File: src/verilog/hpfo_pkg.sv
// package for the host port and frame input offset block
// assumes one 100 MHz system clock; all pins already synchronous to it
package hpfo_pkg;
	// host address map
	localparam logic [7:0] OFS_ADDR = 8'h00;
	localparam logic [7:0] MODE_BASE = 8'h20;
	localparam int MODE_DEPTH = 32;
	localparam int MODE_AW = 5;
	// frame input offset field
	localparam int OFS_HI = 7;
	localparam int OFS_LO = 5;
	localparam logic [2:0] OFS_RST = 3'h0;
	localparam logic [2:0] OFS_MAX = 3'h4;
	localparam logic [7:0] DATA_RST = 8'h00;
	// bit counter: 8 bits per channel, 32 channels
	localparam int BIT_W = 8;
	localparam int CH_LO = 3;

	// host access state, one-hot
	typedef enum logic [2:0]
	{
		ST_IDLE = 3'b001,
		ST_WAIT = 3'b010,
		ST_ACK = 3'b100
	} hpfo_state_e;

	// host bus pins as seen by the device
	typedef struct packed
	{
		logic ale;
		logic cs_n;
		logic rd_n;
		logic wr_n;
		logic [7:0] ad;
	} hpfo_bus_s;
endpackage

File: src/verilog/hpfo_top.sv
// host port with access stretching, frame input offset, delay mode bits
// assumes the host keeps strobes and write data steady until acknowledge
`timescale 1ns/1ps
module hpfo_top
	import hpfo_pkg::*;
(
	// clock and reset
	input wire logic clk_sys,
	input wire logic rst_n,
	// host port
	input wire hpfo_bus_s bus,
	output logic [7:0] ad_o,
	output logic ad_oe,
	output logic ack_n,
	// serial timing
	input wire logic bclk,
	input wire logic fp_n,
	output logic frame_start,
	output logic const_delay
);
	hpfo_state_e st_q;
	logic [7:0] addr_q;
	logic ale_prev_q;
	logic bclk_prev_q;
	logic fp_prev_q;
	logic [2:0] ofs_q;
	logic [2:0] cnt_q;
	logic [BIT_W-1:0] bit_q;
	logic [MODE_DEPTH-1:0] mode_q;
	logic [7:0] ad_o_q;
	logic ad_oe_q;
	logic ack_n_q;
	logic frame_start_q;
	logic const_delay_q;
	logic ale_fall;
	logic bclk_rise;
	logic fp_edge;
	logic req;
	logic release_bus;
	logic commit;
	logic is_mode;
	logic [MODE_AW-1:0] mode_idx;
	logic [2:0] ofs_eff;
	logic [7:0] rd_data;

	// edge detectors and decode
	assign ale_fall = ale_prev_q & ~bus.ale;
	assign bclk_rise = bclk & ~bclk_prev_q;
	assign fp_edge = bclk_rise & ~fp_n & fp_prev_q;
	assign req = ~bus.cs_n & (~bus.rd_n | ~bus.wr_n);
	assign release_bus = bus.cs_n | (bus.rd_n & bus.wr_n);
	assign commit = (st_q == ST_WAIT) & ~bclk_rise;
	assign is_mode = (addr_q[7:MODE_AW] == MODE_BASE[7:MODE_AW]);
	assign mode_idx = addr_q[MODE_AW-1:0];
	assign ofs_eff = (ofs_q > OFS_MAX) ? 3'h0 : ofs_q;
	assign rd_data = (addr_q == OFS_ADDR) ? {ofs_q, 5'h00} :
		is_mode ? {7'h00, mode_q[mode_idx]} : DATA_RST;

	// previous pin levels
	always_ff @(posedge clk_sys)
	begin
		if (!rst_n)
		begin
			ale_prev_q <= 1'b0;
			bclk_prev_q <= 1'b0;
			fp_prev_q <= 1'b1;
		end
		else
		begin
			ale_prev_q <= bus.ale;
			bclk_prev_q <= bclk;
			if (bclk_rise)
				fp_prev_q <= fp_n;
		end
	end

	// address latch
	always_ff @(posedge clk_sys)
	begin
		if (!rst_n)
			addr_q <= 8'h00;
		else if (ale_fall)
			addr_q <= bus.ad;
	end

	// host access sequencer
	always_ff @(posedge clk_sys)
	begin
		if (!rst_n)
		begin
			st_q <= ST_IDLE;
			ack_n_q <= 1'b1;
			ad_oe_q <= 1'b0;
			ad_o_q <= DATA_RST;
		end
		else
		begin
			case (st_q)
				ST_IDLE:
				begin
					if (req)
						st_q <= ST_WAIT;
				end
				ST_WAIT:
				begin
					if (commit)
					begin
						st_q <= ST_ACK;
						ack_n_q <= 1'b0;
						ad_oe_q <= ~bus.rd_n;
						ad_o_q <= rd_data;
					end
				end
				ST_ACK:
				begin
					if (release_bus)
					begin
						st_q <= ST_IDLE;
						ack_n_q <= 1'b1;
						ad_oe_q <= 1'b0;
					end
				end
				default:
				begin
					st_q <= ST_IDLE;
					ack_n_q <= 1'b1;
					ad_oe_q <= 1'b0;
				end
			endcase
		end
	end

	// offset register, only bits 7-5 stored
	always_ff @(posedge clk_sys)
	begin
		if (!rst_n)
			ofs_q <= OFS_RST;
		else if (commit && !bus.wr_n && addr_q == OFS_ADDR)
			ofs_q <= bus.ad[OFS_HI:OFS_LO];
	end

	// per-channel delay mode bits
	genvar gi;
	generate
		for (gi = 0; gi < MODE_DEPTH; gi++)
		begin : g_mode
			always_ff @(posedge clk_sys)
			begin
				if (!rst_n)
					mode_q[gi] <= 1'b0;
				else if (commit && !bus.wr_n && is_mode && mode_idx == gi)
					mode_q[gi] <= bus.ad[0];
			end
		end
	endgenerate

	// frame start after offset bit clocks
	always_ff @(posedge clk_sys)
	begin
		if (!rst_n)
		begin
			cnt_q <= 3'h0;
			frame_start_q <= 1'b0;
		end
		else
		begin
			frame_start_q <= 1'b0;
			if (fp_edge && ofs_eff == 3'h0)
				frame_start_q <= 1'b1;
			else if (fp_edge)
				cnt_q <= ofs_eff;
			else if (bclk_rise && cnt_q != 3'h0)
			begin
				cnt_q <= cnt_q - 3'h1;
				frame_start_q <= (cnt_q == 3'h1);
			end
		end
	end

	// bit position and current channel delay mode
	always_ff @(posedge clk_sys)
	begin
		if (!rst_n)
		begin
			bit_q <= '0;
			const_delay_q <= 1'b0;
		end
		else
		begin
			if (frame_start_q)
				bit_q <= '0;
			else if (bclk_rise)
				bit_q <= bit_q + 8'h01;
			const_delay_q <= mode_q[bit_q[BIT_W-1:CH_LO]];
		end
	end

	assign ad_o = ad_o_q;
	assign ad_oe = ad_oe_q;
	assign ack_n = ack_n_q;
	assign frame_start = frame_start_q;
	assign const_delay = const_delay_q;
endmodule

File: config.mk
export PLATFORM = sky130hd
export DESIGN_NAME = hpfo_top
export DESIGN_NICKNAME = d
export VERILOG_FILES = /design/src/verilog/hpfo_pkg.sv /design/src/verilog/hpfo_top.sv
export SDC_FILE = /design/constraint.sdc
export NUM_CORES = 1
export LEC_CHECK = 0
export ABC_AREA = 1
export BUFFER_PORTS_ARGS = -buffer_cell sky130_fd_sc_hd__buf_2
export CELL_PAD_IN_SITES_DETAIL_PLACEMENT = 0
export CELL_PAD_IN_SITES_GLOBAL_PLACEMENT = 1
export CORE_AREA = 2 2 105 107
export DETAILED_ROUTE_END_ITERATION = 16
export DIE_AREA = 0 0 107 109
export PLACE_DENSITY = 0.69
export SYNTH_ARGS = -nofsm -noshare
export SYNTH_HDL_FRONTEND = slang
export SYNTH_SLANG_ARGS = --single-unit
File: constraint.sdc
create_clock -name clk_sys -period 2.45 [get_ports clk_sys]
set_clock_uncertainty 0.15 [all_clocks]
set_input_delay 0.3675 -clock clk_sys [delete_from_list [all_inputs] [get_ports clk_sys]]
set_output_delay 0.3675 -clock clk_sys [all_outputs]
set_load 0.1 [all_outputs]
-- Word level (Yosys, flattened, before mapping)
Cells that the tools add are included.
- add/sub/neg operators: 2
- $lt $le $gt $ge: 3
- eq/ne operators: 39
- muxes and demuxes: 22
- bitwise logic cells: 19
- reduce and logical (&&, ||, !) cells: 48
- operators by type and width (kind ; number):
    == test 5 bit, second input constant ; 16
    == test 5 x 4 -> 1 bit, second input constant ; 8
    logical AND 1 bit ; 37
    == test 5 x 3 -> 1 bit, second input constant ; 4
    2-to-1 mux 3 bit ; 6
    < comparator 5 x 6 -> 1 bit, second input constant ; 2
    binary-select mux 1 bit (select 5 bit) ; 2
    == test 5 x 2 -> 1 bit, second input constant ; 2
    2-to-1 mux 1 bit ; 10
    NOT 1 bit ; 10
    == test 3 x 1 -> 1 bit, second input constant ; 3
    one-hot mux 3 bit (3 select lines) ; 1
    adder 8 x 1 -> 8 bit, second input constant ; 1
    logical NOT 8 bit ; 1
    2-to-1 mux 8 bit ; 1
    bitwise AND 1 bit ; 7
    inequality test 2 bit, second input constant ; 3
    one-hot mux 1 bit (3 select lines) ; 2
    AND reduction 3 bit ; 2
    == test 5 x 1 -> 1 bit, second input constant ; 1
    logical NOT 5 bit ; 1
    AND reduction 2 bit ; 2
    == test 3 x 2 -> 1 bit, second input constant ; 1
    == test 3 bit, second input constant ; 1
    other kinds (8) ; 9
- register bits after elaboration: 72
- word-level logic and storage cells: 178

-- Logic depth before layout (Yosys ltp)
Gate-level depths: netlist of the first run.
- word-level depth: 7
- mapped depth: 13
- gate-level depth less buffers: 11

-- Worst setup path after synthesis of the first run
Ideal clock, no wire load.
- kind: input port to flip-flop
- start: input bclk
- end: register bit_q[7]
- arrival: 1376 ps
- data required time: 2184 ps
- setup slack: 808 ps
- stages on the path: 9
- path buffers: 0
- cell sequence: inv_1 > nor2_4 > nand2_1 > nor3_1 > nand2_1 > nor3_1 > nand2_1 > o21ai_0 > nor2_1
- longest elaborated chain between the ends: 1
- RTL lines (what ; line ; source):
    start: declaration ; hpfo_top.sv:16 ; input wire logic bclk,
    bitwise AND 1 bit ; hpfo_top.sv:48 ; assign bclk_rise = bclk & ~bclk_prev_q;
    end signal: assignment ; hpfo_top.sv:193 ; bit_q <= bit_q + 8'h01;
    end: declaration ; hpfo_top.sv:28 ; logic [BIT_W-1:0] bit_q;
No other way between the ends.
A chain may end at the register's enable or synchronous reset.

-- Final worst setup path of the first run
- start: register addr_q[0]
- end: register ad_o_q[0], in the netlist ad_o[0]
- longest elaborated chain between the ends: 4
- elaborated cells between the ends (all ways): 5
- those cells by class: mux: 4; reduce/logical: 1
- RTL lines (what ; line ; source):
    start: declaration ; hpfo_top.sv:22 ; logic [7:0] addr_q;
    start signal: assignment ; hpfo_top.sv:83 ; addr_q <= bus.ad;
    binary-select mux 1 bit (select 5 bit) ; hpfo_top.sv:57 ; is_mode ? {7'h00, mode_q[mode_idx]} : DATA_RST;
    2-to-1 mux 1 bit (implied by the code) ; hpfo_top.sv:57 ;
    2-to-1 mux 1 bit ; hpfo_top.sv:57 ;
    2-to-1 mux 8 bit * ; hpfo_top.sv:56 ; assign rd_data = (addr_q == OFS_ADDR) ? {ofs_q, 5'h00} :
    end signal: assignment ; hpfo_top.sv:111 ; ad_o_q <= rd_data;
    end: declaration ; hpfo_top.sv:30 ; logic [7:0] ad_o_q;
Every way passes the cells marked *; elsewhere a longest branch is shown, timed or not. The select of a mux whose other input is x is not followed.

==> impl_metrics.json, run 1 <==
{
  "finalHoldWorstSlack_ns": 0.0592,
  "drive_gt1_share_pct": 11.4,
  "finalHoldViolCount": 0,
  "fin_crit_sh_pct": 84.4,
  "grt_max_degree": 34,
  "vias_per_cell": 4.94,
  "portBuffers": 23,
  "fp.dieArea_um2": 11700,
  "regArea_um2": 1360,
  "ys_ff_latch": 68,
  "dp_hpwl_um": 6970,
  "firstDrtPassIters": 4,
  "yosys.cell_types.count": 34,
  "core_area_um2": 10600,
  "grt_pass1_vias": 3239,
  "clk_latency_ns": 0.35,
  "cp-end-kind": "register",
  "critical-path-top-delay-family": "simple AND/OR/NAND/NOR gates",
  "syn_to_final_growth_pct": 10.5,
  "die_h_um": 109,
  "cts_tree": "done",
  "tightest_slew_ns": 0.627,
  "p_leak_nw": 1.61,
  "ant_nets": 0,
  "rows": 38,
  "antenna_found_initial": 0,
  "status": "finished clean",
  "clk_pin_slew_ns": 0.07,
  "crit_type": "reg -> reg",
  "nFillCells": 1168,
  "cts_buffers": 9,
  "setup_tns_ns": 0,
  "ys_seq_area_share_pct": 37.7,
  "start_util_pct": 34.0,
  "multiInputGateArea_um2": 1910,
  "io-pin-count": 28,
  "cpMaxStageDelayCell": "dfxtp_2",
  "yosysWarnings": 0,
  "met1_length_um": 4830,
  "postSynthAreaPerCell_um2": 6.53,
  "final_area_um2": 3990,
  "cpPeakStageDelay_ns": 0.52,
  "startpoint_type": "register",
  "drc": 0,
  "finalSetupViolCount": 0,
  "gp_congestion": 0.880,
  "cp.arrival_ns": 2.20,
  "synth_area_um2": 3610,
  "maxCapViolCount": 0,
  "syn_inst": 553,
  "vdd_drop_max_uv": 226,
  "finalCriticalPeriod_ns": 2.07,
  "cts_root_buf": "clkbuf_8",
  "cts.sinks": 68,
  "max_freq_mhz": 484,
  "switchingPower_uw": 677,
  "final_cell_mix": "nand2_1, nor2_1, dfxtp_1, inv_1, o21ai_0",
  "p_seq_share_pct": 49.4,
  "drt_iter0_drc": 155,
  "grt_setup_unrepaired": "no",
  "crit_chain": "inv_1 -> nor2_1 -> nand2_1 -> nand2_1 -> nor2_1 -> nor2_1 -> nor2_1 -> nand2_1 -> nand3_1 -> a21oi_1",
  "crit_required_ns": 2.58,
  "worst_path_most_repeated_cell": "nor2_1",
  "p_per_area_nw_per_um2": 588,
  "path_buf_inv": 1,
  "crit_fanout": 13,
  "die_w_um": 107,
  "slew-limit-headroom_pct": 58.2,
  "combPwrFrac_pct": 11.9,
  "htreeDepth": 3,
  "slew_violations": 0,
  "clockBufferDepth": 2,
  "top_layer": "met4",
  "avgRoutedWirePerCell_um": 13.6,
  "layout.cells.most_common": "nand2_1",
  "grt_pass1_wl_um": 15700,
  "grt_overflow": 0,
  "r2r_setup_slack_ns": 0.38,
  "met2_length_um": 4340,
  "pwr-share-clk_pct": 38.7,
  "num_antenna_cells": 0,
  "switching_share_pct": 28.9,
  "wl_um": 9710,
  "vias": 3515,
  "p_int_mw": 1.67,
  "hp-class": "in -> reg",
  "wl_met3_um": 312,
  "place_area_um2": 3810,
  "grt.total_usage_pct": 17.5,
  "nNetsFinal": 588
}
==> cells in the mapped netlist <==
cell	count	share of area, %
a21oi_1	37	5.1
a31oi_1	8	1.4
buf_2	8	1.1
buf_4	5	1.0
buf_6	2	0.62
clkbuf_1	13	1.4
clkinv_1	1	0.10
conb_1	1	0.10
dfxtp_1	68	38
ha_1	4	1.4
inv_1	49	5.1
inv_2	3	0.31
inv_4	1	0.17
nand2_1	121	13
nand2_2	1	0.17
nand2_4	3	0.94
nand3_1	25	3.5
nand4_1	2	0.35
nor2_1	80	8.3
nor2_2	7	1.2
nor2_4	3	0.94
nor3_1	40	5.5
nor3_2	1	0.28
nor3_4	1	0.45
nor3b_1	1	0.21
nor4_1	1	0.17
o2111ai_1	1	0.24
o211ai_1	3	0.62
o21a_1	1	0.21
o21ai_0	49	6.8
o21ai_1	9	1.2
o22ai_1	2	0.35
o31ai_1	1	0.21
or2_2	1	0.17
==> kinds of logic after synthesis <==
family,share of synthesized area (%)
compound gates,16.2
fa+ha+maj,1.39
buf+inv,9.81
flops,37.7
other cells,0.104
simple gates,34.8
==> power by group through the flow <==
stage | combinational, mW | clock (mW) | sequential [mW]
final | 0.279 | 0.907 | 1.16
after global routing | 0.311 | 0.986 | 1.16
after CTS | 0.282 | 0.929 | 1.16
after detailed placement | 0.281 | 0 | 1.18
after global placement | 0.281 | 0 | 1.18
after floorplan | 0.188 | 0 | 1.22
==> area by class of cell <==
type,instances,area share [%]
multi-input combinational,406,47.8
sequential,68,34.1
inverter,54,5.14
tap,140,4.39
timing repair buffer,29,4.01
clock buffer,10,3.20
clock inverter,5,1.35
==> what timing repair did <==
item / in CTS / in global routing
gates resized for setup: 0 / 1
buffers inserted: 0 / 0
hold buffers: 0 / 0
endpoints found under the setup margin: 0 / 1
==> tightest hold or removal path: stages <==
cell     delay [ns]
buf_2          0.08
nand2_1        0.05
inv_1          0.04
==> worst paths after layout <==
path	cells past startpoint	start	to
worst max-delay path	10	addr_q[0]	ad_o[0]
worst min-delay path	3	bus[11]	ale_prev_q
worst max register to register	10	addr_q[0]	ad_o[0]
worst min register to register	2	ad_oe	ad_oe
==> metal layers <==
layer  track usage [%]  up-vias
met2              28.0       64
met4              7.79        0
met5                 0        -
met3              3.83       16
met1              22.8     1609
li1                  -     1826
==> state kept, by name, indices dropped and copies added, names as in the netlist, 3 cells and up <==
signal / count
st_q: 3
ofs_q: 3
addr_q: 8
cnt_q: 3
bit_q: 8
mode_q: 32
ad_o: 4
==> per-stage QoR <==
stage	util (%)	std cells	power (mW)	worst slack, ns
floorplan	-	556	1.40	0.808
global placement	35.9	697	1.46	0.178
detailed placement	35.9	697	1.46	0.190
CTS	37.6	712	2.37	0.158
global route	37.6	712	2.46	0.236
finish	37.6	712	2.34	0.382
Note: power is estimated with default switching activity, not from simulation.
==> run 2, diff against run 1 <==
ABC_AREA = 0   (was 1)
PLACE_DENSITY = 0.67   (was 0.69)
clock period = 1.8 ns   (was 2.45 ns; I/O delays follow)
==> run 2 against run 1 <==
Effect of this change: the flow now finishes with violations (negative setup slack); critical path depth decreased by 5; via count decreased by 6.0%; synthesized cell count decreased by 28%; register-to-register slack got worse by 0.48 ns; critical path type unchanged; largest cell class unchanged; highest routed layer unchanged.
==> impl_metrics.json, run 2 <==
{
  "grt_setup_unrepaired": "yes",
  "clk_pin_slew_ns": 0.08,
  "yosys.cell_types.count": 55,
  "vdd_drop_max_uv": 368,
  "final_area_um2": 4450,
  "clk_latency_ns": 0.36,
  "finalSetupViolCount": 4,
  "nNetsFinal": 463,
  "dp_hpwl_um": 6770,
  "ant_nets": 0,
  "hp-class": "in -> reg",
  "slew_violations": 0,
  "cpPeakStageDelay_ns": 0.50,
  "cts_tree": "done",
  "ys_ff_latch": 68,
  "max_freq_mhz": 527,
  "status": "finished with violations",
  "grt.total_usage_pct": 18.0,
  "drc": 0,
  "largest_register_ffs": 32,
  "cp.arrival_ns": 1.99,
  "max_flop_register": "mode_q",
  "synth_xor_area_share_pct": 1.70,
  "ys_top_cells_by_area": "dfxtp_1, mux4_2, o31ai_1, a21oi_1, nand4_1",
  "p_seq_share_pct": 48.6,
  "cp-end-kind": "register",
  "die_h_um": 109,
  "clockBufferDepth": 2,
  "maxCapViolCount": 0,
  "grt_overflow": 0,
  "grt_pass1_wl_um": 16200,
  "syn_to_final_growth_pct": 23.2,
  "synth_top_area_cell": "dfxtp_1",
  "start_util_pct": 34.1,
  "firstDrtPassIters": 5,
  "place_area_um2": 4010,
  "drt_iter0_drc": 232,
  "wl_um": 10100,
  "antenna_found_initial": 0,
  "muxShareOfSynthArea_pct": 11.2,
  "grt_max_degree": 49,
  "switchingPower_uw": 855,
  "synth_top_family_by_area": "simple AND/OR/NAND/NOR gates",
  "grt_pass1_vias": 3081,
  "slew-limit-headroom_pct": 60.4,
  "yosys.area_share.simple_pct": 21.7,
  "crit_required_ns": 1.90,
  "fp.dieArea_um2": 11700,
  "avgRoutedWirePerCell_um": 17.2,
  "rows": 38,
  "synth-compound-area-share_pct": 19.8,
  "fin_ws_ns": -0.0966,
  "combPwrFrac_pct": 11.5,
  "gp_congestion": 0.866,
  "yosys_most_used_dff": "dfxtp_1",
  "finalCriticalPeriod_ns": 1.90,
  "cpMaxStageDelayCell": "mux4_2",
  "core_area_um2": 10600,
  "htreeDepth": 3,
  "tightest_slew_ns": 0.595,
  "synth_area_um2": 3610,
  "synth_fa_ha_area_share_pct": 1.39,
  "ys_seq_area_share_pct": 37.7,
  "final_cell_mix": "dfxtp_1, a21oi_1, buf_4, nand4_1, nand2_1",
  "synth_top_area_share_pct": 37.7,
  "io-pin-count": 28,
  "synth_common_cells": "dfxtp_1, a21oi_1, nand4_1, o31ai_1, nand2_1",
  "failed_checks": "negative setup slack",
  "yosysWarnings": 0,
  "layout.cells.most_common": "dfxtp_1",
  "portBuffers": 23,
  "p_per_area_nw_per_um2": 716,
  "startpoint_type": "register",
  "syn_inst": 400,
  "pwr-share-clk_pct": 39.8,
  "cts_root_buf": "clkbuf_8",
  "crit_fanout": 8,
  "die_w_um": 107,
  "vias_per_cell": 5.63,
  "cts.sinks": 68,
  "finalPower_mw": 3.18,
  "cts_buffers": 9,
  "yosysMostFrequentCell": "dfxtp_1",
  "crit_type": "reg -> reg",
  "switching_share_pct": 26.8,
  "fin_crit_sh_pct": 105,
  "crit_chain": "buf_12 -> mux4_2 -> mux4_2 -> nor2_1 -> a311oi_1",
  "finalHoldViolCount": 0,
  "p_leak_nw": 1.59,
  "worst_path_most_repeated_cell": "mux4_2",
  "postSynthAreaPerCell_um2": 9.03,
  "vias": 3304,
  "p_int_mw": 2.33,
  "synth_edf_count": 0,
  "reg_top3": "mode_q x32, addr_q x8, bit_q x8",
  "num_antenna_cells": 0,
  "synthArstFlopShare_pct": 0,
  "drive_gt1_share_pct": 27.1
}
-- run 2: cell families after synthesis --
kind of cell,after synthesis
other,1
multiplexers,21
AND/OR/NAND/NOR,135
buffers and inverters,53
adder cells (fa/ha/maj),4
XOR/XNOR,7
flip-flops,68
AO/OA/AOI/OAI,111
-- run 2: final timing paths --
check	start	endpoint	slack, ns	depth (start not counted)
setup / recovery	bit_q[3]	const_delay	-0.1	5
hold / removal	bclk	bclk_prev_q	0.05	2
setup reg to reg	bit_q[3]	const_delay	-0.1	5
hold reg to reg	addr_q[7]	addr_q[7]	0.31	2
-- run 2: layout make-up --
type                            instances  area, um2
Tap cell                              140        175
Multi-Input combinational cell        282       2100
Fill cell                            1044       6150
Timing Repair Buffer                   75        582
Inverter                                7       26.3
Sequential cell                        68       1370
Clock inverter                          5       52.6
Clock buffer                           10        138
-- run 2: power by group through the flow --
stage,clock [mW],sequential [mW],combinational [mW]
global route,1.36,1.55,0.399
detailed placement,0,1.59,0.329
global placement,0,1.59,0.326
floorplan,0,1.59,0.228
CTS,1.30,1.55,0.356
finish,1.27,1.55,0.367
-- run 2: repair_timing --
item                                   4_1_cts  5_1_grt
endpoints found under the hold margin        9        0
resized for setup                           10       10
pin swaps                                    2        4
hold buffers                                 9        0
setup buffers                                6        3
setup endpoints to repair                   11       40
-- run 2: critical path: cells and delay by family (launching register included) --
| kind | cells | cell delay [ns] |
|---|---|---|
| buffers and inverters | 1 | 0.13 |
| AOI/OAI and AO/OA | 1 | 0.05 |
| DFF | 1 | 0.36 |
| and+or+nand+nor | 1 | 0.10 |
| muxes | 2 | 0.98 |
-- run 2: stage by stage --
step	std cells	hold slack, ns	setup slack [ns]	TNS [ns]	utilization [%]
floorplan	403	0.242	-0.0561	-0.196	-
global placement	554	0.295	-0.184	-0.834	37.8
detailed placement	554	0.298	-0.219	-1.10	37.8
CTS	584	0.0363	-0.107	-0.153	41.2
global route	587	0.0730	-0.148	-0.464	42.0
finish	587	0.0469	-0.0966	-0.182	42.0
-- run 2: metal layers --
| layer | GRT usage (%) | vias to the layer above | share of wire [%] |
|---|---|---|---|
| met5 | 0 | - | 0 |
| met4 | 7.70 | 0 | 2.1 |
| met3 | 3.11 | 23 | 3.9 |
| met2 | 29.3 | 100 | 48 |
| met1 | 23.7 | 1599 | 45 |
| li1 | - | 1582 | - |
